--- src/common/gec_map.vh ---
`ifndef GEC_MAP_VH
`define GEC_MAP_VH
`define GEC_ADDR_W 4
`define GEC_A_CTRL 4'h0
`define GEC_A_CMD 4'h1
`define GEC_A_COUNT 4'h2
`define GEC_A_STATUS 4'h3
`define GEC_A_SQ_CTRL 4'h4
`define GEC_A_SQ_DIV 4'h5
`define GEC_CTRL_SRC_FALL 0
`define GEC_CTRL_DOWN 1
`define GEC_CTRL_GMODE_LO 2
`define GEC_CTRL_GMODE_HI 3
`define GEC_CTRL_UNGATED 4
`define GEC_CTRL_TOGGLE 5
`define GEC_CTRL_NEGPOL 6
`define GEC_CTRL_EXTSRC 7
`define GEC_CMD_ARM 0
`define GEC_CMD_DISARM 1
`define GEC_CMD_CLEAR 2
`define GEC_SQ_EN 0
`define GEC_SQ_EXT 1
`define GEC_GM_RISE 2'h0
`define GEC_GM_FALL 2'h1
`define GEC_GM_HIGH 2'h2
`define GEC_GM_LOW 2'h3
`define GEC_CTRL_RST 8'h00
`define GEC_SQ_DIV_RST 16'h0002
`endif

--- src/design/gec_counter.v ---
`timescale 1ns/1ps
`include "gec_map.vh"
module gec_counter #(
    parameter WIDTH = 16,
    parameter EDGE_GATE_ONLY = 0,
    parameter DIV_W = 16
) (
    input wire clk, // System clock, 200 MHz.
    input wire rst_b, // Synchronous reset, active low.
    input wire [`GEC_ADDR_W-1:0] addr, // Register address.
    input wire [31:0] wdata, // Register write data.
    input wire wr, // Write strobe.
    input wire rd, // Read strobe.
    output reg [31:0] rdata, // Read data, one cycle after the strobe.
    input wire src_pin, // External source input.
    input wire tb_tick, // Internal timebase enable pulse.
    input wire gate_pin, // Gate input.
    input wire chain_in, // Previous counter terminal output.
    output reg count_out, // Counter output pin.
    output wire terminal_count, // One-cycle pulse at terminal event.
    output wire divided_clock_pin // Dedicated square wave output.
);
    localparam [WIDTH-1:0] CNT_MAX = {WIDTH{1'b1}};
    localparam [WIDTH-1:0] CNT_ONE = {{(WIDTH-1){1'b0}}, 1'b1};

    reg [7:0] ctrl_r;
    reg armed_r;
    reg run_r;
    reg [WIDTH-1:0] count_r;
    reg src_d_r;
    reg gate_d_r;
    reg pulse_r;
    reg [1:0] sq_ctrl_r;
    reg [DIV_W-1:0] sq_div_r;
    reg sq_tb_d_r;
    reg [WIDTH-1:0] count_nxt;

    wire ext_sel = ctrl_r[`GEC_CTRL_EXTSRC];
    wire src_lvl = ext_sel ? src_pin : chain_in;
    wire src_rise = src_lvl & ~src_d_r;
    wire src_fall = ~src_lvl & src_d_r;
    wire tb_edge = ~ext_sel & tb_tick;
    // Internal source counts timebase ticks whenever no pin source is chosen, alongside chain edges of the selected polarity.
    wire src_evt = (ctrl_r[`GEC_CTRL_SRC_FALL] ? src_fall : src_rise) | tb_edge;
    wire [1:0] gmode_raw = ctrl_r[`GEC_CTRL_GMODE_HI:`GEC_CTRL_GMODE_LO];
    // The edge-gate-only variant has no level modes; a level request falls back to its edge twin.
    wire [1:0] gmode = EDGE_GATE_ONLY ? {1'b0, gmode_raw[0]} : gmode_raw;
    wire gate_rise = gate_pin & ~gate_d_r;
    wire gate_fall = ~gate_pin & gate_d_r;
    wire down = ctrl_r[`GEC_CTRL_DOWN];
    wire negpol = ctrl_r[`GEC_CTRL_NEGPOL];
    wire toggle = ctrl_r[`GEC_CTRL_TOGGLE];
    wire ungated = ctrl_r[`GEC_CTRL_UNGATED];
    wire [WIDTH-1:0] term_val = down ? {WIDTH{1'b0}} : CNT_MAX;

    reg gate_ok;
    always @* begin
        gate_ok = 1'b0;
        if (ungated) begin
            gate_ok = armed_r;
        end else begin
            case (gmode)
                `GEC_GM_RISE: gate_ok = run_r;
                `GEC_GM_FALL: gate_ok = run_r;
                `GEC_GM_HIGH: gate_ok = armed_r & gate_pin;
                `GEC_GM_LOW: gate_ok = armed_r & ~gate_pin;
                default: gate_ok = 1'b0;
            endcase
        end
    end

    // Gate state registered from last cycle so a gate change never qualifies an edge it follows.
    reg gate_ok_d_r;
    wire count_en = gate_ok & gate_ok_d_r & src_evt;
    wire term_hit = count_en & (count_nxt == term_val);
    assign terminal_count = term_hit;

    // Register write decode, one strobe per writable register and command bit.
    wire wr_ctrl = wr && (addr == `GEC_A_CTRL);
    wire wr_cmd = wr && (addr == `GEC_A_CMD);
    wire wr_count = wr && (addr == `GEC_A_COUNT);
    wire wr_sq_ctrl = wr && (addr == `GEC_A_SQ_CTRL);
    wire wr_sq_div = wr && (addr == `GEC_A_SQ_DIV);
    wire cmd_arm = wr_cmd && wdata[`GEC_CMD_ARM];
    wire cmd_disarm = wr_cmd && wdata[`GEC_CMD_DISARM];
    wire cmd_clear = wr_cmd && wdata[`GEC_CMD_CLEAR];
    wire gate_start = (gmode == `GEC_GM_RISE && gate_rise) || (gmode == `GEC_GM_FALL && gate_fall);

    always @* begin
        count_nxt = down ? count_r - CNT_ONE : count_r + CNT_ONE;
    end

    // Pin and gate history, sampled every cycle for the edge detectors.
    always @(posedge clk) begin
        if (!rst_b) begin
            src_d_r <= 1'b0;
            gate_d_r <= 1'b0;
            gate_ok_d_r <= 1'b0;
            sq_tb_d_r <= 1'b0;
        end else begin
            src_d_r <= src_lvl;
            gate_d_r <= gate_pin;
            gate_ok_d_r <= gate_ok;
            sq_tb_d_r <= src_pin;
        end
    end

    always @(posedge clk) begin
        if (!rst_b) begin
            ctrl_r <= `GEC_CTRL_RST;
        end else if (wr_ctrl) begin
            ctrl_r <= wdata[7:0];
        end
    end

    // A control register write disarms, so a new mode never starts half-way.
    always @(posedge clk) begin
        if (!rst_b) begin
            armed_r <= 1'b0;
        end else if (wr_ctrl || cmd_disarm) begin
            armed_r <= 1'b0;
        end else if (cmd_arm) begin
            armed_r <= 1'b1;
        end
    end

    always @(posedge clk) begin
        if (!rst_b) begin
            run_r <= 1'b0;
        end else if (wr_ctrl || cmd_disarm) begin
            run_r <= 1'b0;
        end else if (!ungated && armed_r && !run_r && gate_start) begin
            run_r <= 1'b1;
        end
    end

    // A software load or clear wins over a counted edge in the same cycle.
    always @(posedge clk) begin
        if (!rst_b) begin
            count_r <= {WIDTH{1'b0}};
        end else if (wr_count) begin
            count_r <= wdata[WIDTH-1:0];
        end else if (cmd_clear) begin
            count_r <= {WIDTH{1'b0}};
        end else if (count_en) begin
            count_r <= count_nxt;
        end
    end

    // Pulse output rises at terminal count and falls on the next source edge, whether or not it is counted.
    always @(posedge clk) begin
        if (!rst_b) begin
            pulse_r <= 1'b0;
        end else if (wr_ctrl) begin
            pulse_r <= 1'b0;
        end else if (term_hit) begin
            pulse_r <= 1'b1;
        end else if (pulse_r && src_evt) begin
            pulse_r <= 1'b0;
        end
    end

    always @(posedge clk) begin
        if (!rst_b) begin
            count_out <= 1'b0;
        end else if (wr_ctrl) begin
            count_out <= wdata[`GEC_CTRL_NEGPOL];
        end else if (term_hit) begin
            if (toggle) begin
                count_out <= ~count_out;
            end else begin
                count_out <= ~negpol;
            end
        end else if (pulse_r && src_evt && !toggle) begin
            count_out <= negpol;
        end
    end

    always @(posedge clk) begin
        if (!rst_b) begin
            sq_ctrl_r <= 2'h0;
        end else if (wr_sq_ctrl) begin
            sq_ctrl_r <= wdata[1:0];
        end
    end

    always @(posedge clk) begin
        if (!rst_b) begin
            sq_div_r <= `GEC_SQ_DIV_RST;
        end else if (wr_sq_div) begin
            sq_div_r <= wdata[DIV_W-1:0];
        end
    end

    // Reads only sample state, so the count is never disturbed.
    reg [31:0] rdata_nxt;
    always @* begin
        rdata_nxt = 32'h0;
        if (rd) begin
            case (addr)
                `GEC_A_CTRL: rdata_nxt[7:0] = ctrl_r;
                `GEC_A_COUNT: rdata_nxt[WIDTH-1:0] = count_r;
                `GEC_A_STATUS: rdata_nxt[3:0] = {count_out, gate_ok, run_r, armed_r};
                `GEC_A_SQ_CTRL: rdata_nxt[1:0] = sq_ctrl_r;
                `GEC_A_SQ_DIV: rdata_nxt[DIV_W-1:0] = sq_div_r;
                default: rdata_nxt = 32'h0;
            endcase
        end
    end

    // Read data stands for one cycle only and returns to zero otherwise.
    always @(posedge clk) begin
        if (!rst_b) begin
            rdata <= 32'h0;
        end else begin
            rdata <= rdata_nxt;
        end
    end

    // The square divider keeps its own copy of the pin so chaining cannot fake an edge.
    wire sq_src = sq_ctrl_r[`GEC_SQ_EXT] ? (src_pin & ~sq_tb_d_r) : tb_tick;

    gec_square_div #(
        .DIV_W(DIV_W)
    ) u_sq (
        .clk(clk),
        .rst_b(rst_b),
        .enable(sq_ctrl_r[`GEC_SQ_EN]),
        .tick(sq_src),
        .divisor(sq_div_r),
        .sq_out(divided_clock_pin)
    );
endmodule

--- src/design/gec_square_div.v ---
`timescale 1ns/1ps
`include "gec_map.vh"
module gec_square_div #(
    parameter DIV_W = 16
) (
    input wire clk, // System clock.
    input wire rst_b, // Synchronous reset, active low.
    input wire enable, // Square wave enable.
    input wire tick, // One-cycle timebase enable.
    input wire [DIV_W-1:0] divisor, // Divisor, output frequency is tick rate over this.
    output reg sq_out // Divided square wave.
);
    reg [DIV_W-1:0] cnt_r;
    wire [DIV_W-1:0] half_lo = divisor >> 1;
    wire [DIV_W-1:0] half_hi = divisor - half_lo;
    wire [DIV_W-1:0] limit = sq_out ? half_lo : half_hi;

    // Each half period lasts a share of the divisor; odd divisors give a longer low half.
    always @(posedge clk) begin
        if (!rst_b || !enable) begin
            cnt_r <= {DIV_W{1'b0}};
            sq_out <= 1'b0;
        end else if (tick && divisor != {DIV_W{1'b0}}) begin
            if (cnt_r + {{(DIV_W-1){1'b0}}, 1'b1} >= limit) begin
                cnt_r <= {DIV_W{1'b0}};
                sq_out <= ~sq_out;
            end else begin
                cnt_r <= cnt_r + {{(DIV_W-1){1'b0}}, 1'b1};
            end
        end
    end
endmodule

--- config.mk ---
export PLATFORM = sky130hd
export DESIGN_NAME = gec_counter
export DESIGN_NICKNAME = d
export VERILOG_FILES = /design/src/design/gec_counter.v /design/src/design/gec_square_div.v
export VERILOG_INCLUDE_DIRS = /design/src /design/src/common
export SDC_FILE = /design/constraint.sdc
export NUM_CORES = 1
export LEC_CHECK = 0
export ABC_AREA = 1
export BUFFER_PORTS_ARGS = -buffer_cell sky130_fd_sc_hd__buf_2
export CAP_MARGIN = 30
export CORE_MARGIN = 2
export CORE_UTILIZATION = 40
export DETAILED_ROUTE_END_ITERATION = 16
export HOLD_SLACK_MARGIN = 0.03
export PLACE_DENSITY = 0.56
export SYNTH_ARGS = -nofsm -noshare
export SYNTH_HDL_FRONTEND = slang
export SYNTH_HIERARCHICAL = 1
export SYNTH_SLANG_ARGS = --single-unit
--- constraint.sdc ---
create_clock -name clk -period 3.7 [get_ports clk]
set_clock_uncertainty 0.15 [all_clocks]
set_input_delay 0.37 -clock clk [delete_from_list [all_inputs] [get_ports clk]]
set_output_delay 0.37 -clock clk [all_outputs]
set_load 0.05 [all_outputs]
After elaboration in Yosys (flattened, before gate mapping):

Cells that the tools add are included.

* $add $sub $neg: 4
* bitwise logic cells: 22
* $lt $le $gt $ge: 1
* eq/ne operators: 9
* muxes and demuxes: 22
* reduce and logical (&&, ||, !) cells: 35

Operators by type and width (number)
* two-way mux 16 bit: 7
* adder 16 x 1 -> 16 bit, second input constant: 2
* equality test 16 bit: 1
* >= comparator 16 bit: 1
* logical AND 1 bit: 16
* one-hot mux 8 bit (2 select lines): 1
* nonzero test 16 bit: 1
* subtractor 16 x 1 -> 16 bit, second input constant: 1
* subtractor 16 x 15 -> 16 bit: 1
* one-hot mux 4 bit (3 select lines): 1
* AND 1 bit: 11
* two-way mux 1 bit: 10
* NOT 1 bit: 10
* one-hot mux 2 bit (5 select lines): 1
* equality test 4 x 2 -> 1 bit, second input constant: 2
* equality test 4 x 3 -> 1 bit, second input constant: 2
* one-hot mux 2 bit (4 select lines): 1
* nonzero test 3 bit: 2
* OR reduction 2 bit: 3
* logical NOT 1 bit: 5
* equality test 2 bit, second input constant: 2
* equality test 4 x 1 -> 1 bit, second input constant: 1
* logical NOT 4 bit: 1
* AND reduction 2 bit: 2
* 6 further kinds: 8

* bits in registers: 99

Depth between registers and ports, before layout:

* depth in word-level cells: 10
* mapped depth: 22
* mapped depth without buffers: 22

Hierarchy:

The synthesis kept the hierarchy.

By module, submodules not included
* gec_counter: cells an instance 606, seq. area each 1321.3 um2, area an instance 4110.2 um2, times used 1
* gec_square_div: cells an instance 422, seq. area each 340.3 um2, area an instance 2593.7 um2, times used 1

Worst setup path after synthesis:

Ideal clock, no wire load.

* path kind: reg2out
* from: register ctrl_r[1]
* to: output terminal_count
* path slack: 646 ps
* stages on the path, launching flop included: 18
* arrival time: 2534 ps
* required time: 3180 ps
* path buffers: 0
* path through: dfxtp_1 inv_1 fa_1 inv_1 nand3_1 nand2_2 nand2_1 nand2_1 nand2_1 nand2_1 nand2_1 nand2_2 inv_1 nor2_1 nand2_1 nand2_1 nand3_2 inv_1

* cells in the longest elaborated chain, start to end: 3

RTL lines
* start, declared: line gec_counter.v:26 `reg [7:0] ctrl_r;`
* start signal, assigned: line gec_counter.v:110 `` ctrl_r <= `GEC_CTRL_RST; ``
* start signal, assigned: line gec_counter.v:112 `ctrl_r <= wdata[7:0];`
* two-way mux 16 bit, on equally long branches: line gec_counter.v:90, gec_counter.v:54
* equality test 16 bit (*): line gec_counter.v:75 `wire term_hit = count_en & (count_nxt == term_val);`
* AND 1 bit (*): line gec_counter.v:75
* end, declared: line gec_counter.v:20 `output wire terminal_count,`

Mark *: on every way between the ends. The rest lies on a longest branch, timed or not.

Final worst setup path:

* from: register count_r[0]
* to: output terminal_count

* cells in the longest elaborated chain, start to end: 4

RTL lines
* start, declared: line gec_counter.v:29 `reg [WIDTH-1:0] count_r;`
* start signal, assigned: line gec_counter.v:140 `count_r <= {WIDTH{1'b0}};`
* start signal, assigned: line gec_counter.v:142 `count_r <= wdata[WIDTH-1:0];`
* start signal, assigned: line gec_counter.v:144 `count_r <= {WIDTH{1'b0}};`
* adder 16 x 1 -> 16 bit / subtractor 16 x 1 -> 16 bit (equally long branches): line gec_counter.v:90 `count_nxt = down ? count_r - CNT_ONE : count_r + CNT_ONE;`
* two-way mux 16 bit (*): line gec_counter.v:90
* equality test 16 bit (*): line gec_counter.v:75
* AND 1 bit (*): line gec_counter.v:75

Marks and branches as above.

==> impl_metrics.py <==
metrics = {
    "layout": {
        "antennaDiodeCount": 0,
        "nets": 1166,
        "drive_above_1_share_pct": 14.29,
        "areaGrowthSynthToFinish_pct": 10.19,
        "seqCellArea_mm2": 0.001662,
        "multi_input_area_mm2": 0.004303,
        "final_cells": 1291,
        "final_core_util_pct": 44.86,
        "fillers": 1776,
    },
    "placement": {
        "portBuffers": 46,
        "place_ws_ns": 0.3173,
        "hpwl_um": 13760,
        "gp_congestion": 0.8582,
        "dp.cells": 1273,
    },
    "setup_path": {
        "r2r_end": "u_sq/sq_out",
        "reg2reg_depth": 20,
        "critPathKind": "reg -> out",
        "startpoint": "count_r[0]",
        "rrSetupSlack_ns": 0.38,
        "cp_max_fo": 7,
        "rr_startpoint": "sq_div_r[1]",
        "crit_arrival_ns": 2.92,
        "end_kind": "output pin",
        "required_ns": 3.18,
        "crit_end": "terminal_count",
        "start_kind": "register",
    },
    "timing": {
        "max_freq_mhz": 291.0,
        "setup_slack_ns": 0.2637,
        "min_period_over_period_pct": 92.87,
        "period_needed_ns": 3.436,
        "worstMarginPinSlew_ns": 0.6157,
        "max_slew_margin_pct": 58.84,
        "finalMaxSlewViolations": 0,
        "hold_viol_final": 0,
        "setup_viol": 0,
    },
    "clock_tree": {
        "cts_tree": "done",
        "clk_pin_slew_worst_paths_ns": 0.06,
        "clk_latency_ns": 0.35,
        "cts-root-buf": "clkbuf_16",
        "htreeDepth": 3,
        "cts.sinks": 83,
        "cts_buffer_depth": 2,
        "cts_made_buffers": 9,
        "cts_hold_buffers": 0,
    },
    "yosys": {
        "yosysWarnings": 6,
        "ys_seq_area_share_pct": 24.79,
        "synth_top_area_share_pct": 24.79,
        "synth-edff-count": 0,
        "synth.distinct_cells": 55,
        "synth_area_leaders": "dfxtp_1 (25%), nand2_1 (14%), ha_1 (10%)",
        "synthFlopType": "dfxtp_1",
        "syn_avg_cell_area_um2": 6.521,
        "async_flop_share_pct": 0,
        "synth_seq_cells": 83,
        "syn_inst": 1028,
        "yosysTopAreaCell": "dfxtp_1",
        "syn_area_mm2": 0.006704,
    },
    "drt": {
        "drc": 0,
        "drt_iter0_drc": 303,
        "drt-total-wl_um": 17240,
        "viasPerCell": 4.875,
        "antenna_left": 0,
        "wl_per_cell_um": 13.35,
        "firstDrtPassIters": 5,
        "vias": 6293,
    },
    "min_path": {
        "min_path_type": "in -> reg",
        "hold_path_startpoint": "gate_pin",
    },
    "pwr": {
        "leakagePower_uw": 0.003616,
        "p_sw_share_pct": 29.99,
        "ir_drop_mv": 0.2624,
        "intPower_uw": 1582,
        "fin_total_pwr_uw": 2260,
        "clkPwrFrac_pct": 41.0,
        "comb_power_share_pct": 18.2,
        "power_frac_seq_pct": 40.8,
        "power_density_mw_per_mm2": 305.9,
        "p_sw_uw": 677.7,
    },
    "floorplan": {
        "die_w_um": 133.5,
        "die_h_um": 133.5,
        "core_mm2": 0.01647,
        "io_pins": 79,
        "die-area_mm2": 0.01781,
        "start_util_pct": 40.71,
        "rows": 47,
    },
    "grt": {
        "antenna_found_initial": 0,
        "grt_pass1_wl_um": 28960,
        "grt_util_all_layers_pct": 20.09,
        "grt_pass1_vias": 6035,
        "grt-ovfl-total": 0,
        "grt_max_degree": 41,
    },
    "status": {
        "outcome": "finished clean",
    },
    "flow_run": {
        "maxCapViolCount": 0,
    },
}
worst max-delay path: stages, from the launching register on:
cell	delay, ns
dfxtp_1	0.52
inv_1	0.14
fa_1	0.42
inv_1	0.11
nand3_1	0.09
nand2_2	0.10
nand2_1	0.07
nand2_1	0.08
nand2_1	0.05
nand2_1	0.07
inv_1	0.05
nor2_1	0.08
nand2_1	0.06
nor2_1	0.09
nand2_1	0.06
nand2_1	0.12
nand3_2	0.13
inv_1	0.08
buf_2	0.25
flip-flops by register name, indices dropped and copies added (netlist names), 2 cells and up:
name	cells
count_r	16
rdata	16
sq_div_r	16
u_sq/cnt_r	16
ctrl_r	8
sq_ctrl_r	2
cells in the mapped netlist (2+ instances only):
cell,instances
clkinv_1,3
nor3_1,5
nor2_2,5
a21oi_2,3
nand3_1,53
a31oi_1,2
o21bai_1,4
o22ai_1,5
o21a_1,2
nor2_1,86
nand2_1,252
xor2_1,11
a221oi_1,2
buf_6,2
nand3_2,5
nand4_1,22
buf_4,17
buf_1,2
nor2_4,6
inv_1,123
dfxtp_1,83
a21o_1,2
o211ai_1,3
fa_1,2
o21ai_1,13
clkbuf_1,14
a211oi_1,2
nand2_4,6
nor3_4,3
a21oi_1,100
nand3b_1,3
ha_1,54
buf_2,5
o21ai_0,54
inv_2,22
xnor2_1,7
nand2_2,27
how the worst min path moves through the flow:
stage | to | slack, ns | cells past startpoint
finish | gate_d_r | 0.1 | 3
global route | sq_tb_d_r | 0.11 | 3
CTS | gate_d_r | 0.09 | 3
detailed placement | sq_ctrl_r[0] | 0.32 | 2
global placement | sq_ctrl_r[0] | 0.33 | 2
floorplan | sq_ctrl_r[0] | 0.29 | 2
cells by family (layout without fill, tap and decap cells):
kind of cell             Yosys count  after routing  synth area share, %
AND/OR/NAND/NOR                  480            480                33.46
AO/OA/AOI/OAI                    197            197                15.99
buffers and inverters            189            217                11.87
flip-flops                        83             83                24.79
adder cells (fa/ha/maj)           56             56                10.68
XOR/XNOR                          20             20                2.837
multiplexers                       2              2               0.3173
other                              1             16              0.05594
placed cells by master (no fill, tap or decap), types with 4 or more instances in the layout:
| cell | count |
|---|---|
| nand2_1 | 252 |
| nand4_1 | 22 |
| clkbuf_16 | 9 |
| nor2_1 | 86 |
| nor2_2 | 5 |
| o21bai_1 | 4 |
| dfxtp_1 | 83 |
| inv_2 | 22 |
| a21oi_1 | 100 |
| buf_2 | 46 |
| o22ai_1 | 5 |
| nand3_1 | 53 |
| inv_1 | 123 |
| xnor2_1 | 7 |
| xor2_1 | 11 |
| nor3_1 | 5 |
| nor2_4 | 6 |
| nand2_4 | 6 |
| o21ai_0 | 54 |
| nand3_2 | 5 |
| conb_1 | 16 |
| nand2_2 | 27 |
| buf_4 | 6 |
| o21ai_1 | 13 |
| ha_1 | 54 |
power groups by stage:
| stage | Sequential [uW] | Clock [uW] | Combinational, uW |
|---|---|---|---|
| floorplan | 940 | 0 | 329 |
| global placement | 942 | 0 | 411 |
| detailed placement | 942 | 0 | 413 |
| CTS | 921 | 946 | 414 |
| global route | 924 | 970 | 471 |
| finish | 922 | 926 | 412 |
through the flow:
stage / area, um^2 / hold WS, ns / setup TNS, ns
finish: 7387 / 0.09907 / 0
global route: 7387 / 0.1066 / -0.0008309
CTS: 7360 / 0.09087 / 0
detailed placement: 7063 / 0.3238 / 0
global placement: 7063 / 0.3256 / 0
floorplan: 6760 / 0.2893 / 0
area by class of cell:
cell class	instances	share of cell area (%)
sequential	83	22.49
clock inverter	4	0.6775
timing repair buffer	53	3.997
inverter	148	7.520
clock buffer	12	3.337
tap	220	3.726
multi-input combinational	771	58.25
timing repair:
action                     in CTS  in global routing
gates resized for setup         0                  0
setup endpoints to repair       0                  5
buffers inserted                0                  2
layer usage:
layer,vias to the layer above,track usage (%),part of all wire (%)
met3,19,2.892,3.1
li1,3377,-,-
met4,0,6.560,1.9
met5,-,0,0
met1,2794,25.14,47
met2,103,35.48,48
No activity file was read; power rests on OpenSTA's default activity.
